--- src/verilog/qa_watchdog_defines.svh ---
/*
  Constants of the question-and-answer watchdog: reset values, limits and timing counts.
  Assumes a 200 MHz core clock; included by the watchdog module only.
*/
`ifndef QA_WATCHDOG_DEFINES_SVH
`define QA_WATCHDOG_DEFINES_SVH

// ==========================================================
// timing
`define QA_CLK_NS 5
`define QA_MS_NS 1000000
`define QA_MS_CYCLES (`QA_MS_NS / `QA_CLK_NS)
`define QA_WINDOW_MS 8
`define QA_RST_PULSE_CYCLES 16

// ==========================================================
// counter values
`define QA_EC_RESET 3'h6
`define QA_EC_ALARM 3'h4
`define QA_CNT_MAX 3'h7
`define QA_BYTE_FIRST 2'h3
`define QA_DELAY_RESET 8'h00
`define QA_NIBBLE_ZERO 4'h0
`define QA_NIBBLE_TOP 4'hF

`endif

--- src/verilog/qa_watchdog_pkg.sv ---
/*
  Types shared by the question-and-answer watchdog.
  Assumes nothing beyond a SystemVerilog compiler.
*/
`default_nettype none

package qa_watchdog_pkg;
  // ==========================================================
  // monitoring cycle phase
  typedef enum logic {
    PH_WAIT,
    PH_WINDOW
  } phase_t;
endpackage : qa_watchdog_pkg

`default_nettype wire

--- src/verilog/question_answer_watchdog.sv ---
/*
  Algorithmic question-and-answer watchdog: question generation, answer checking,
  timed monitoring cycle, error, reset-event and after-run abort counters.
  Assumes host strobes come from logic on clk_i; rstn_i is the undervoltage reset.
*/
`default_nettype none
`include "qa_watchdog_defines.svh"

// What this block does
// - the 4-bit question word is presented for the host to read
// - byte 0 write end or response-delay write starts a new cycle
// - a cycle is wait time then fixed window; window end restarts it
// - correct answer in window with nonzero delay decrements the error count
// - wrong, late, early or zero-delay answer increments the error count
// - only byte 0 completion is timed; earlier bytes may come anytime
// - question repeats until answered right in value and time
// - error count is 3 bits, starts at 6 after reset and overflow
// - error count above 4 raises alarm and disables output stages
// - overflow drives the reset pin only when watchdog resets are enabled
// - watchdog resets are counted; at 7 no more are generated
// - alarm pin is driven low whenever the reset pin shows a reset
// - overflow bumps abort count; at 7 a further overflow ends after-run
// - abort count clears only with alarm low or undervoltage reset
// - comparison result and next question are shown after byte 0
// - question counter steps only on a correct, timely answer
// - chain steps on counter wrap 15 to 0, only after a correct answer
// - delay write or window expiry leaves counter and chain alone
// - counter and chain are zero while undervoltage reset is active
// - chain feedback is bit3 xor bit2, plus an escape from all zero
// - question bits mix chain and counter bits in the fixed pattern
// - internal alarm is high whenever error count exceeds 4
// - with resets disabled the watchdog never drives the reset pin
module question_answer_watchdog
  import qa_watchdog_pkg::*;
#(
  parameter int MS_CYCLES = `QA_MS_CYCLES,
  parameter int WINDOW_MS = `QA_WINDOW_MS,
  parameter int RST_PULSE_CYCLES = `QA_RST_PULSE_CYCLES
) (
  input wire logic clk_i,
  input wire logic rstn_i,
  input wire logic answer_write_i,
  input wire logic [7:0] answer_byte_i,
  input wire logic response_delay_write_i,
  input wire logic [7:0] response_delay_i,
  input wire logic watchdog_reset_enable_i,
  input wire logic reset_pin_i,
  input wire logic alarm_pin_i,
  output logic [3:0] question_word_o,
  output logic answer_error_o,
  output logic [2:0] error_count_o,
  output logic [2:0] reset_event_count_o,
  output logic [2:0] afterrun_abort_count_o,
  output logic afterrun_abort_o,
  output logic alarm_internal_o,
  output logic stage_disable_o,
  output logic alarm_pin_out_o,
  output logic alarm_pin_oe_o,
  output logic reset_pin_out_o,
  output logic reset_pin_oe_o
);
  localparam int PRE_W = $clog2(MS_CYCLES);
  localparam int RP_W = $clog2(RST_PULSE_CYCLES + 1);

  // ==========================================================
  // state
  typedef struct packed {
    logic [PRE_W-1:0] pre;
    phase_t phase;
    logic [7:0] timer;
    logic [7:0] delay;
    logic [1:0] resp_cnt;
    logic resp_err;
    logic result;
    logic [3:0] qcnt;
    logic [3:0] chain;
    logic [3:0] question;
    logic [2:0] ec;
    logic [2:0] reset_event_count;
    logic [2:0] afterrun_abort_count;
    logic abort;
    logic alarm;
    logic [RP_W-1:0] rst_timer;
    logic rst_drive;
    logic alarm_oe;
    logic pin_s1;
    logic pin_s2;
    logic pin_s3;
    logic pin_low;
  } state_t;

  state_t s_r;
  state_t s_nxt;
  logic run_good;
  logic run_err;
  logic run_any;
  logic overflow;

  // expected answer byte for a question and byte position
  function automatic logic [7:0] expect_byte(input logic [3:0] q, input logic [1:0] c);
    expect_byte = {q[2] ^ c[0], q[0] ^ c[0], q[3] ^ c[0], q[1] ^ c[0],
                   q[2] ^ q[0] ^ q[3] ^ c[1], q[0] ^ q[3] ^ q[1] ^ c[1],
                   q[2] ^ q[0] ^ q[1] ^ c[1], c[1] ^ q[3] ^ q[0]};
  endfunction : expect_byte

  function automatic logic [3:0] make_question(input logic [3:0] m, input logic [3:0] z);
    make_question = {m[2] ^ z[2], m[0] ^ z[0], m[3] ^ z[3], m[1] ^ z[1]};
  endfunction : make_question

  // ==========================================================
  // next state
  always_comb begin
    logic ms_tick;
    logic byte_ok;
    logic run_ans;
    logic run_time;
    ms_tick = 1'b0;
    byte_ok = 1'b0;
    run_ans = 1'b0;
    run_time = 1'b0;
    s_nxt = s_r;
    run_good = 1'b0;
    run_err = 1'b0;
    overflow = 1'b0;
    // pin level counts once the second and third stage agree
    s_nxt.pin_s1 = reset_pin_i;
    s_nxt.pin_s2 = s_r.pin_s1;
    s_nxt.pin_s3 = s_r.pin_s2;
    if (s_r.pin_s2 == s_r.pin_s3) begin
      s_nxt.pin_low = !s_r.pin_s3;
    end
    // free-running prescaler: wait and window are exact to one ms only
    ms_tick = (s_r.pre == PRE_W'(MS_CYCLES - 1));
    s_nxt.pre = ms_tick ? '0 : s_r.pre + PRE_W'(1);
    byte_ok = (answer_byte_i == expect_byte(s_r.question, s_r.resp_cnt));
    run_ans = answer_write_i && (s_r.resp_cnt == 2'h0);
    run_time = ms_tick && (s_r.phase == PH_WINDOW) && (s_r.timer == 8'h00);
    if (answer_write_i) begin
      s_nxt.resp_cnt = s_r.resp_cnt - 2'h1;
      s_nxt.resp_err = s_r.resp_err | !byte_ok;
    end
    run_good = run_ans && !s_r.resp_err && byte_ok && (s_r.phase == PH_WINDOW)
               && (s_r.delay != 8'h00);
    run_err = (run_ans && !run_good) || (run_time && !run_ans);
    run_any = run_ans || run_time || response_delay_write_i;
    if (response_delay_write_i) begin
      s_nxt.delay = response_delay_i;
    end
    if (run_any) begin
      // restart the cycle: wait time first, then the window
      s_nxt.phase = PH_WAIT;
      s_nxt.timer = response_delay_write_i ? response_delay_i : s_r.delay;
      s_nxt.resp_cnt = `QA_BYTE_FIRST;
      s_nxt.resp_err = 1'b0;
    end else if (ms_tick) begin
      if (s_r.timer != 8'h00) begin
        s_nxt.timer = s_r.timer - 8'h01;
      end else if (s_r.phase == PH_WAIT) begin
        s_nxt.phase = PH_WINDOW;
        s_nxt.timer = 8'(WINDOW_MS - 1);
      end
    end
    if (run_ans) begin
      s_nxt.result = !run_good;
    end
    // questions move on only after a correct, timely answer
    if (run_good) begin
      s_nxt.qcnt = s_r.qcnt + 4'h1;
      if (s_r.qcnt == `QA_NIBBLE_TOP) begin
        s_nxt.chain = {s_r.chain[2:0], s_r.chain[3] ^ s_r.chain[2]
                       ^ (s_r.chain == `QA_NIBBLE_ZERO)};
      end
      if (s_r.ec != 3'h0) begin
        s_nxt.ec = s_r.ec - 3'h1;
      end
    end
    s_nxt.question = make_question(s_nxt.chain, s_nxt.qcnt);
    if (run_err) begin
      if (s_r.ec == `QA_CNT_MAX) begin
        overflow = 1'b1;
        s_nxt.ec = `QA_EC_RESET;
      end else begin
        s_nxt.ec = s_r.ec + 3'h1;
      end
    end
    if (overflow) begin
      // reset generation stops for good once seven have been issued
      if (watchdog_reset_enable_i && (s_r.reset_event_count != `QA_CNT_MAX)) begin
        s_nxt.reset_event_count = s_r.reset_event_count + 3'h1;
        s_nxt.rst_timer = RP_W'(RST_PULSE_CYCLES);
      end
      if (s_r.afterrun_abort_count == `QA_CNT_MAX) begin
        s_nxt.abort = 1'b1;
      end else begin
        s_nxt.afterrun_abort_count = s_r.afterrun_abort_count + 3'h1;
      end
    end else if (s_r.rst_timer != '0) begin
      s_nxt.rst_timer = s_r.rst_timer - RP_W'(1);
    end
    s_nxt.alarm = (s_nxt.ec > `QA_EC_ALARM);
    if (!s_nxt.alarm) begin
      s_nxt.afterrun_abort_count = 3'h0;
      s_nxt.abort = 1'b0;
    end
    s_nxt.rst_drive = (s_nxt.rst_timer != '0);
    s_nxt.alarm_oe = s_nxt.alarm | s_nxt.rst_drive | s_nxt.pin_low;
  end

  // ==========================================================
  // registers
  always_ff @(posedge clk_i or negedge rstn_i) begin
    if (!rstn_i) begin
      s_r <= '0;
      s_r.phase <= PH_WAIT;
      s_r.delay <= `QA_DELAY_RESET;
      s_r.resp_cnt <= `QA_BYTE_FIRST;
      s_r.question <= `QA_NIBBLE_ZERO;
      s_r.ec <= `QA_EC_RESET;
      s_r.alarm <= 1'b1;
      s_r.alarm_oe <= 1'b1;
      s_r.pin_s1 <= 1'b1;
      s_r.pin_s2 <= 1'b1;
      s_r.pin_s3 <= 1'b1;
    end else begin
      s_r <= s_nxt;
    end
  end

  // ==========================================================
  // outputs; open-drain pins only ever pull low
  assign question_word_o = s_r.question;
  assign answer_error_o = s_r.result;
  assign error_count_o = s_r.ec;
  assign reset_event_count_o = s_r.reset_event_count;
  assign afterrun_abort_count_o = s_r.afterrun_abort_count;
  assign afterrun_abort_o = s_r.abort;
  assign alarm_internal_o = s_r.alarm;
  assign stage_disable_o = s_r.alarm;
  assign alarm_pin_out_o = 1'b0;
  assign alarm_pin_oe_o = s_r.alarm_oe;
  assign reset_pin_out_o = 1'b0;
  assign reset_pin_oe_o = s_r.rst_drive;
endmodule : question_answer_watchdog

`default_nettype wire

--- config.mk ---
export PLATFORM = sky130hd
export DESIGN_NAME = question_answer_watchdog
export DESIGN_NICKNAME = d
export VERILOG_FILES = /design/src/verilog/qa_watchdog_pkg.sv /design/src/verilog/question_answer_watchdog.sv
export VERILOG_INCLUDE_DIRS = /design/src /design/src/verilog
export SDC_FILE = /design/constraint.sdc
export NUM_CORES = 1
export LEC_CHECK = 0
export ABC_AREA = 0
export BUFFER_PORTS_ARGS = -buffer_cell sky130_fd_sc_hd__clkbuf_2
export CAP_MARGIN = 40
export CORE_MARGIN = 2
export CORE_UTILIZATION = 53
export CTS_CLUSTER_DIAMETER = 100
export DETAILED_ROUTE_END_ITERATION = 10
export GPL_TIMING_DRIVEN = 1
export PLACE_DENSITY = 0.74
export SLEW_MARGIN = 20
export SYNTH_ARGS = -nofsm -noshare
export SYNTH_HDL_FRONTEND = slang
export SYNTH_SLANG_ARGS = --single-unit
--- constraint.sdc ---
create_clock -name clk_i -period 3.35 [get_ports clk_i]
set_clock_uncertainty 0.15 [all_clocks]
set_input_delay 0.67 -clock clk_i [delete_from_list [all_inputs] [get_ports clk_i]]
set_output_delay 0.67 -clock clk_i [all_outputs]
set_load 0.03 [all_outputs]
; Word level (Yosys, flattened, before mapping)
; Index checks and enable logic that the tools add are counted.
[word_totals]
output_inout_bits = 21
regBits = 73
input_bits = 23
wordCells = 125
[op_classes]
add_sub_neg = 9
n_lt_le_gt_ge = 1
n_eq_ne = 12
muxes = 25
reduce_logical = 33
bitwise_logic = 23
[ops]
columns = cell, n
row1 = $mux W8, 4
row2 = $mux W3, 7
row3 = $xor A1 B1 Y1, 20
row4 = $add A18 B1 Y18 const B, 1
row5 = $eq A18 B18 Y1 const B, 1
row6 = $mux W18, 1
row7 = $mux W9, 2
row8 = $reduce_bool A8 Y1, 2
row9 = $mux W5, 3
row10 = $mux W4, 3
row11 = $logic_and A1 B1 Y1, 10
row12 = $reduce_and A2 Y1, 5
row13 = $reduce_bool A5 Y1, 2
row14 = $add A3 B1 Y3 const B, 3
row15 = $eq A8 B8 Y1, 1
row16 = $logic_not A8 Y1, 1
row17 = $sub A8 B1 Y8 const B, 1
row18 = $eq A3 B3 Y1 const B, 2
row19 = $logic_not A1 Y1, 5
row20 = $mux W1, 5
row21 = $sub A5 B1 Y5 const B, 1
row22 = $add A4 B1 Y4 const B, 1
row23 = $eq A4 B4 Y1 const B, 1
row24 = $logic_not A4 Y1, 1
row25 = 13 further kinds, 20

; Logic depth before layout (Yosys ltp)
; Gate-level depths: netlist (run 1).
[depth]
word_depth = 15
mapped_depth = 11
ltp_nobuf = 9

; Least setup slack after synthesis (run 1)
; Ideal clock, no wire load.
[synth_timing]
kind = input-to-reg
start = input answer_byte_i[4]
end = register s_r (netlist bit alarm_pin_oe_o)
slack_ns = 0.184
t_arrival_ns = 2.927
cell_stages = 8
setup_time_ns = 0.088
required_ns = 3.112
path_buffers = 0
cell_sequence = xor2_1 -> or4_1 -> a222oi_1 -> nand3_1 -> o31a_1 -> o211a_1 -> o21ai_1 -> or3b_1
[synth_rtl]
columns = element, line_no
row1 = "start, declared", question_answer_watchdog.sv:43  ; input wire logic [7:0] answer_byte_i,
row2 = "end signal, assigned", question_answer_watchdog.sv:225  ; s_r <= s_nxt;
row3 = "end, declared", question_answer_watchdog.sv:92  ; state_t s_r;

==> results of run 1 <==
critical path, stage by stage:
cell      delay (ns)
clkbuf_2        0.08
xor3_1          0.41
a211o_1         0.27
a222oi_1        0.43
nand4b_1        0.26
or3_1           0.42
a32oi_1         0.23
o211ai_1        0.16
or3b_1          0.40
routing by layer:
metal  global-route usage [%]  up-vias
li1                         -     1409
met1                     26.0     1383
met2                     31.4       60
met3                     5.28        6
met4                     5.64        0
met5                        0        -
cell usage in the layout, fill, tap and decap left out, drive strengths merged, types with 4 or more instances in the layout:
| master | netlist | routed |
|---|---|---|
| nor3 | 10 | 10 |
| clkbuf | 7 | 52 |
| nand4b | 4 | 4 |
| nand3 | 16 | 16 |
| mux2 | 14 | 14 |
| xor2 | 20 | 20 |
| and2 | 4 | 4 |
| a21oi | 14 | 14 |
| nand2 | 31 | 31 |
| dfrtp | 64 | 64 |
| nor2 | 41 | 41 |
| nand4 | 5 | 5 |
| dfstp | 9 | 9 |
| inv | 15 | 15 |
| ha | 13 | 13 |
| xnor2 | 19 | 19 |
| nor4 | 5 | 5 |
| buf | 21 | 22 |
| mux2i | 7 | 7 |
| o21ai | 19 | 19 |
sequential cells by signal, indices dropped and copies added (netlist names):
register,cells
s_r,53
question_word_o,4
afterrun_abort_count_o,3
error_count_o,3
reset_event_count_o,3
s_nxt,2
afterrun_abort_o,1
alarm_internal_o,1
alarm_pin_oe_o,1
answer_error_o,1
reset_pin_oe_o,1
cell families after synthesis:
| logic type | after synthesis | synth area share [%] |
|---|---|---|
| buf+inv | 43 | 6.14 |
| flops | 73 | 47.2 |
| xor+xnor | 40 | 9.38 |
| mux | 21 | 5.85 |
| compound gates | 52 | 8.35 |
| simple gates | 144 | 18.8 |
| fa+ha+maj | 13 | 4.18 |
| other cells | 1 | 0.0963 |
power by group through the flow:
| stage | Clock (µW) | Sequential [µW] | Combinational (µW) |
|---|---|---|---|
| floorplan | 0 | 1090 | 392 |
| global placement | 0 | 1070 | 559 |
| detailed placement | 0 | 1070 | 581 |
| CTS | 635 | 1060 | 598 |
| global route | 677 | 1070 | 673 |
| finish | 609 | 1060 | 595 |
metrics by stage:
stage	worst slack, ns	utilization, %	total power (µW)
after floorplan	0.184	-	1480
after global placement	-0.170	58.2	1630
after detailed placement	-0.239	58.3	1650
after CTS	0.0839	61.0	2290
after global routing	-0.00921	61.2	2420
final	0.123	61.2	2260
timing repair:
item | in CTS | in global routing
hold endpoints to repair | 0 | 0
endpoints found under the setup margin | 1 | 1
setup buffers | 3 | 1
resized for setup | 1 | 2
pin swaps | 5 | 5
gates cloned | 0 | 0
cell type report:
cell class | instances | area [µm²] | area share [%]
flip-flops and latches | 73 | 1840 | 41.9
clock buffers | 13 | 159 | 3.62
multi-input cells | 272 | 1830 | 41.6
repair buffers | 61 | 370 | 8.43
inverters | 15 | 56.3 | 1.28
well taps | 99 | 124 | 2.82
clock inverters | 3 | 15.0 | 0.342
Yosys cell counts, drive strengths merged, types with 2 or more instances:
library cell	count	area, µm²
or4bb	2	22.5
a221o	2	20.0
dfrtp	64	1600
or2	3	18.8
o21a	2	15.0
nor2b	3	18.8
nand3	16	80.1
and4b	2	20.0
nand4b	4	35.0
o211ai	3	22.5
or3	3	18.8
a32oi	2	17.5
dfstp	9	236
ha	13	163
xnor2	19	166
nand2	31	116
nand3b	2	15.0
nand4	5	31.3
and2	4	25.0
xor2	20	175
nor4	5	31.3
mux2i	7	70.1
buf	21	156
nor3	10	50.1
nor2	41	154
clkbuf	7	26.3
inv	15	56.3
o21ai	19	95.1
and3	3	20.0
mux2	14	158
nand2b	3	18.8
a21oi	14	70.1
or4	2	15.0
path summary, 6_finish.rpt:
kind                             endpoint  cells after the start
min reg2reg                      s_nxt[1]                      0
max reg2reg                alarm_pin_oe_o                      8
min in group clk_i               s_nxt[1]                      0
min                               s_r[71]                      1
max                        alarm_pin_oe_o                      9
max in group asynchronous         s_r[37]                      2
==> out/results.ini, run 1 <==
[drt]
viasPerCell=5.33
vias=2858
first_iter_violations=187
topRoutingLayerUsed=met4
drc=0
met3RoutedLength_um=332
dr_wl_met2_mm=3.43
drtPass1Iterations=5
wl_per_cell_um=13.5
wl_mm=7.25
ant_nets=0
met1_length_mm=3.41

[logic_synthesis]
syn_area_mm2=0.00389
ys_ff_latch=73
synthFlopType=dfrtp_1
synthArstFlopShare_pct=100
ys_types=55
synth_enable_flop_cells=0
synth_cells=387
avgSynthCellArea_um2=10.1
seq_area_frac_synth_pct=47.2
ys_warn_count=0

[timing]
slew_viol_final=0
final_hold_viol_count=0
finalSetupTns_ns=0
slew_headroom_pct=56.7
setup_viol=0
finalCriticalPeriod_ns=3.23
fin_crit_sh_pct=96.3
max_clock_freq_mhz=310
max_slew.worst_pin.slew_ns=0.650
rsz0062_at_grt=yes
holdWs_ns=0.207

[power_and_ir_drop]
power_density_mw_per_mm2=515
p_leak_uw=0.00213
power_frac_seq_pct=46.8
p_switching_uw=719
ir_worst_vdd_mv=0.468
switching_share_pct=31.8
power_frac_clock_pct=26.9
pwr-share-comb_pct=26.3
internal-power_uw=1540

[clocking]
clkTransAtPathRegs_ns=0.07
cts_sinks=73
hold_buffers=0
clock_latency_ns=0.34
clock_tree.buffer_depth=2
cts_tree=built
cts_buffers=9
clockRootBuffer=clkbuf_8
htree_num_levels=3

[placed_design]
gp_congestion=0.851
port_buffers=40
place_area_mm2=0.00418
dp_cells=516
place_hpwl_mm=5.31

[die]
core_mm2=0.00718
row_count=31
start_util_pct=54.3
dieArea_mm2=0.00805
ios=44
die_h_um=89.7
die_w_um=89.7

[worst_hold_path]
hold_path.class=input port to asynchronous set/reset pin

[final_layout]
postLayoutCellArea_mm2=0.00439
fin_cells=536
fin_nets=468
syn2layout_area_growth_pct=12.8
layout-drive-gt1-share_pct=24.0
n_antenna_cell=0
final.fill_count=597

[global_route]
grt_antenna_before_repair=0
grt_pass1_vias=2828
grtUsageTotal_pct=19.4
grt_pass1_wl_mm=13.0
grt.overflow.total=0
grt_max_degree=46

[critical_path]
start_kind=input port
end_kind=flop
worst_ep_required_time_ns=3.46
path_max_fanout=4
crit_start=answer_byte_i[0]
ff2ff_setup_slack_ns=0.12
arrival_ns=3.34
r2r_start=question_word_o[3]
path_class=input port to flop

[run_status]
run_status=complete, no violations

[flow_run]
cap_violations=0

Note: power is estimated with default switching activity, not from simulation.
==> run 2, diff against run 1 <==
--- a/config.mk
+++ b/config.mk
@@ -6,15 +6,16 @@
 export SDC_FILE = /design/constraint.sdc
 export NUM_CORES = 1
 export LEC_CHECK = 0
-export ABC_AREA = 0
+export ABC_AREA = 1
 export BUFFER_PORTS_ARGS = -buffer_cell sky130_fd_sc_hd__clkbuf_2
 export CAP_MARGIN = 40
 export CORE_MARGIN = 2
-export CORE_UTILIZATION = 53
+export CORE_UTILIZATION = 54
 export CTS_CLUSTER_DIAMETER = 100
+export CTS_CLUSTER_SIZE = 28
 export DETAILED_ROUTE_END_ITERATION = 10
 export GPL_TIMING_DRIVEN = 1
-export PLACE_DENSITY = 0.74
+export PLACE_DENSITY = 0.75
 export SLEW_MARGIN = 20
 export SYNTH_ARGS = -nofsm -noshare
 export SYNTH_HDL_FRONTEND = slang
==> run 2 against run 1 <==
Synthesized cell count grew 38%. Die area grew 7.3%. Largest cell class is now multi-input combinational cells. Largest power group unchanged. Non-clock buffer count fell by 20. Hold slack worse by 0.018 ns.
==> out/results.ini, run 2 <==
[logic_synthesis]
synth_mux_area_share_pct=1.23
synth_enable_flop_cells=0
synth_fa_ha_area_share_pct=3.81
syn_area_mm2=0.00427
yosys-top-cells-area=dfrtp_1, nand2_1, inv_1
synth-simple-area-share_pct=28.1
synth_xor_area_share_pct=5.51
ys_top_cells_by_count=nand2_1, inv_1, dfrtp_1
synthFlopType=dfrtp_1
synth_top_family_by_area=simple AND/OR/NAND/NOR gates
ys_types=46
ys_ff_latch=73
seq_area_frac_synth_pct=43.0
synth_cells=533
ys_warn_count=0
synth_most_common_cell=nand2_1
synth_top_cell_by_area=dfrtp_1
synth_top_area_share_pct=37.5
synthArstFlopShare_pct=100
avgSynthCellArea_um2=8.02
synth_compound_area_share_pct=6.79

[timing]
finalCriticalPeriod_ns=2.56
max_slew.worst_pin.slew_ns=0.658
setup_viol=0
slew_headroom_pct=56.1
fin_crit_sh_pct=76.5
max_clock_freq_mhz=390
finalSetupTns_ns=0
rsz0062_at_grt=no
slew_viol_final=0
final_hold_viol_count=0
setup_slack_ns=0.788

[flow_run]
cap_violations=0

[drt]
wl_mm=8.08
drc=0
drtPass1Iterations=4
wl_per_cell_um=12.0
first_iter_violations=134
ant_nets=0
vias=3415
viasPerCell=5.07

[clocking]
cts_tree=built
clkTransAtPathRegs_ns=0.08
cts_buffers=9
clock_tree.buffer_depth=2
hold_buffers=0
clock_latency_ns=0.36
postCtsSetupRepairBufs=0
htree_num_levels=3
post_cts_resized=0
clockRootBuffer=clkbuf_8
cts_sinks=73

[final_layout]
postLayoutCellArea_mm2=0.00469
largest_reg_flops=53
n_antenna_cell=0
mostFrequentLayoutCells=nand2_1, inv_1, dfrtp_1
fin_cells=674
syn2layout_area_growth_pct=9.78
regMostFlops=s_r
layout-drive-gt1-share_pct=18.0
fin_nets=603
layout_commonest_cell=nand2_1

[critical_path]
r2r_start=s_r[46]
arrival_ns=2.69
end_kind=flop
path_class=flop to flop
worst_ep_required_time_ns=3.48
start_kind=flop
timing.rr.end=s_r[53]
path_max_fanout=13
ff2ff_setup_slack_ns=0.79
rr_worst_depth=12

[global_route]
grt_max_degree=46
grt_pass1_vias=3275
grtUsageTotal_pct=20.4
grt.overflow.total=0
grt_antenna_before_repair=0
grt_pass1_wl_mm=14.2

[placed_design]
gp_congestion=0.865
dp_cells=658
place_hpwl_mm=6.03
place_area_mm2=0.00448
post-place-ws_ns=0.719
port_buffers=40

[die]
row_count=32
start_util_pct=55.6
dieArea_mm2=0.00864
die_h_um=93.0
die_w_um=93.0
core_mm2=0.00769
ios=44

[worst_hold_path]
hold_path.class=input port to asynchronous set/reset pin

[run_status]
run_status=complete, no violations

[power_and_ir_drop]
ir_worst_vdd_mv=0.425
power.total_uw=2320
power_density_mw_per_mm2=496
p_leak_uw=0.00253

## run 2: cell types whose count changed in the layout (fill, tap and decap cells not counted), sizes merged, moves of 12 or more
cell   change
mux2      -12
inv       +79
nand3     +22
nand2     +97
buf       -20
## run 2: metrics by stage
stage / utilization (%) / hold slack (ns)
6_report: 61.0 / 0.189
5_1_grt: 61.0 / 0.210
4_1_cts: 61.0 / 0.200
3_5_place_dp: 58.3 / 0.199
3_3_place_gp: 58.3 / 0.198
2_1_floorplan: - / 0.195
## run 2: where the power goes
group	leakage, µW	switching [µW]	internal, µW
Sequential	0.000897	60.8	981
Clock	0.000103	336	386
Combinational	0.00153	380	181
## run 2: critical path: stages, from the launching register on
cell,delay (ns)
dfrtp_1,0.39
inv_1,0.10
ha_1,0.24
nand4_1,0.11
inv_1,0.13
nand3_1,0.13
nor2_2,0.16
nand2_2,0.09
nand3_1,0.37
inv_1,0.26
a21oi_1,0.19
o21ai_0,0.09
o21ai_0,0.07
## run 2: cell type report
| type | instances | area (µm²) |
|---|---|---|
| repair buffers | 41 | 220 |
| multi-input cells | 349 | 1950 |
| well taps | 102 | 128 |
| fillers | 706 | 3000 |
| flip-flops and latches | 73 | 1840 |
| inverters | 93 | 349 |
| clock inverters | 4 | 51.3 |
| clock buffers | 12 | 155 |
## run 2: metal layers
| metal | global-route usage (%) | vias up | routed length (µm) |
|---|---|---|---|
| li1 | - | 1741 | - |
| met1 | 25.5 | 1594 | 3670 |
| met2 | 35.3 | 64 | 4020 |
| met3 | 3.25 | 16 | 271 |
| met4 | 7.84 | 0 | 117 |
| met5 | 0 | - | 0 |
## run 2: worst max path at each step
stage                     depth (start not counted)           start                      to  slack (ns)
final                                            12         s_r[46]                 s_r[53]        0.79
after global routing                             11         s_r[46]                 s_r[47]        0.45
after CTS                                        11         s_r[46]                 s_r[46]        0.81
after detailed placement                         10  answer_write_i  reset_event_count_o[2]        0.72
after global placement                           10  answer_write_i  reset_event_count_o[2]        0.74
after floorplan                                   9  answer_write_i  reset_event_count_o[1]        1.12
## run 2: cells by family after synthesis
group | count (synthesis)
simple gates | 251
buf+inv | 112
flops | 73
compound gates | 52
xor+xnor | 26
fa+ha+maj | 13
mux | 5
other cells | 1
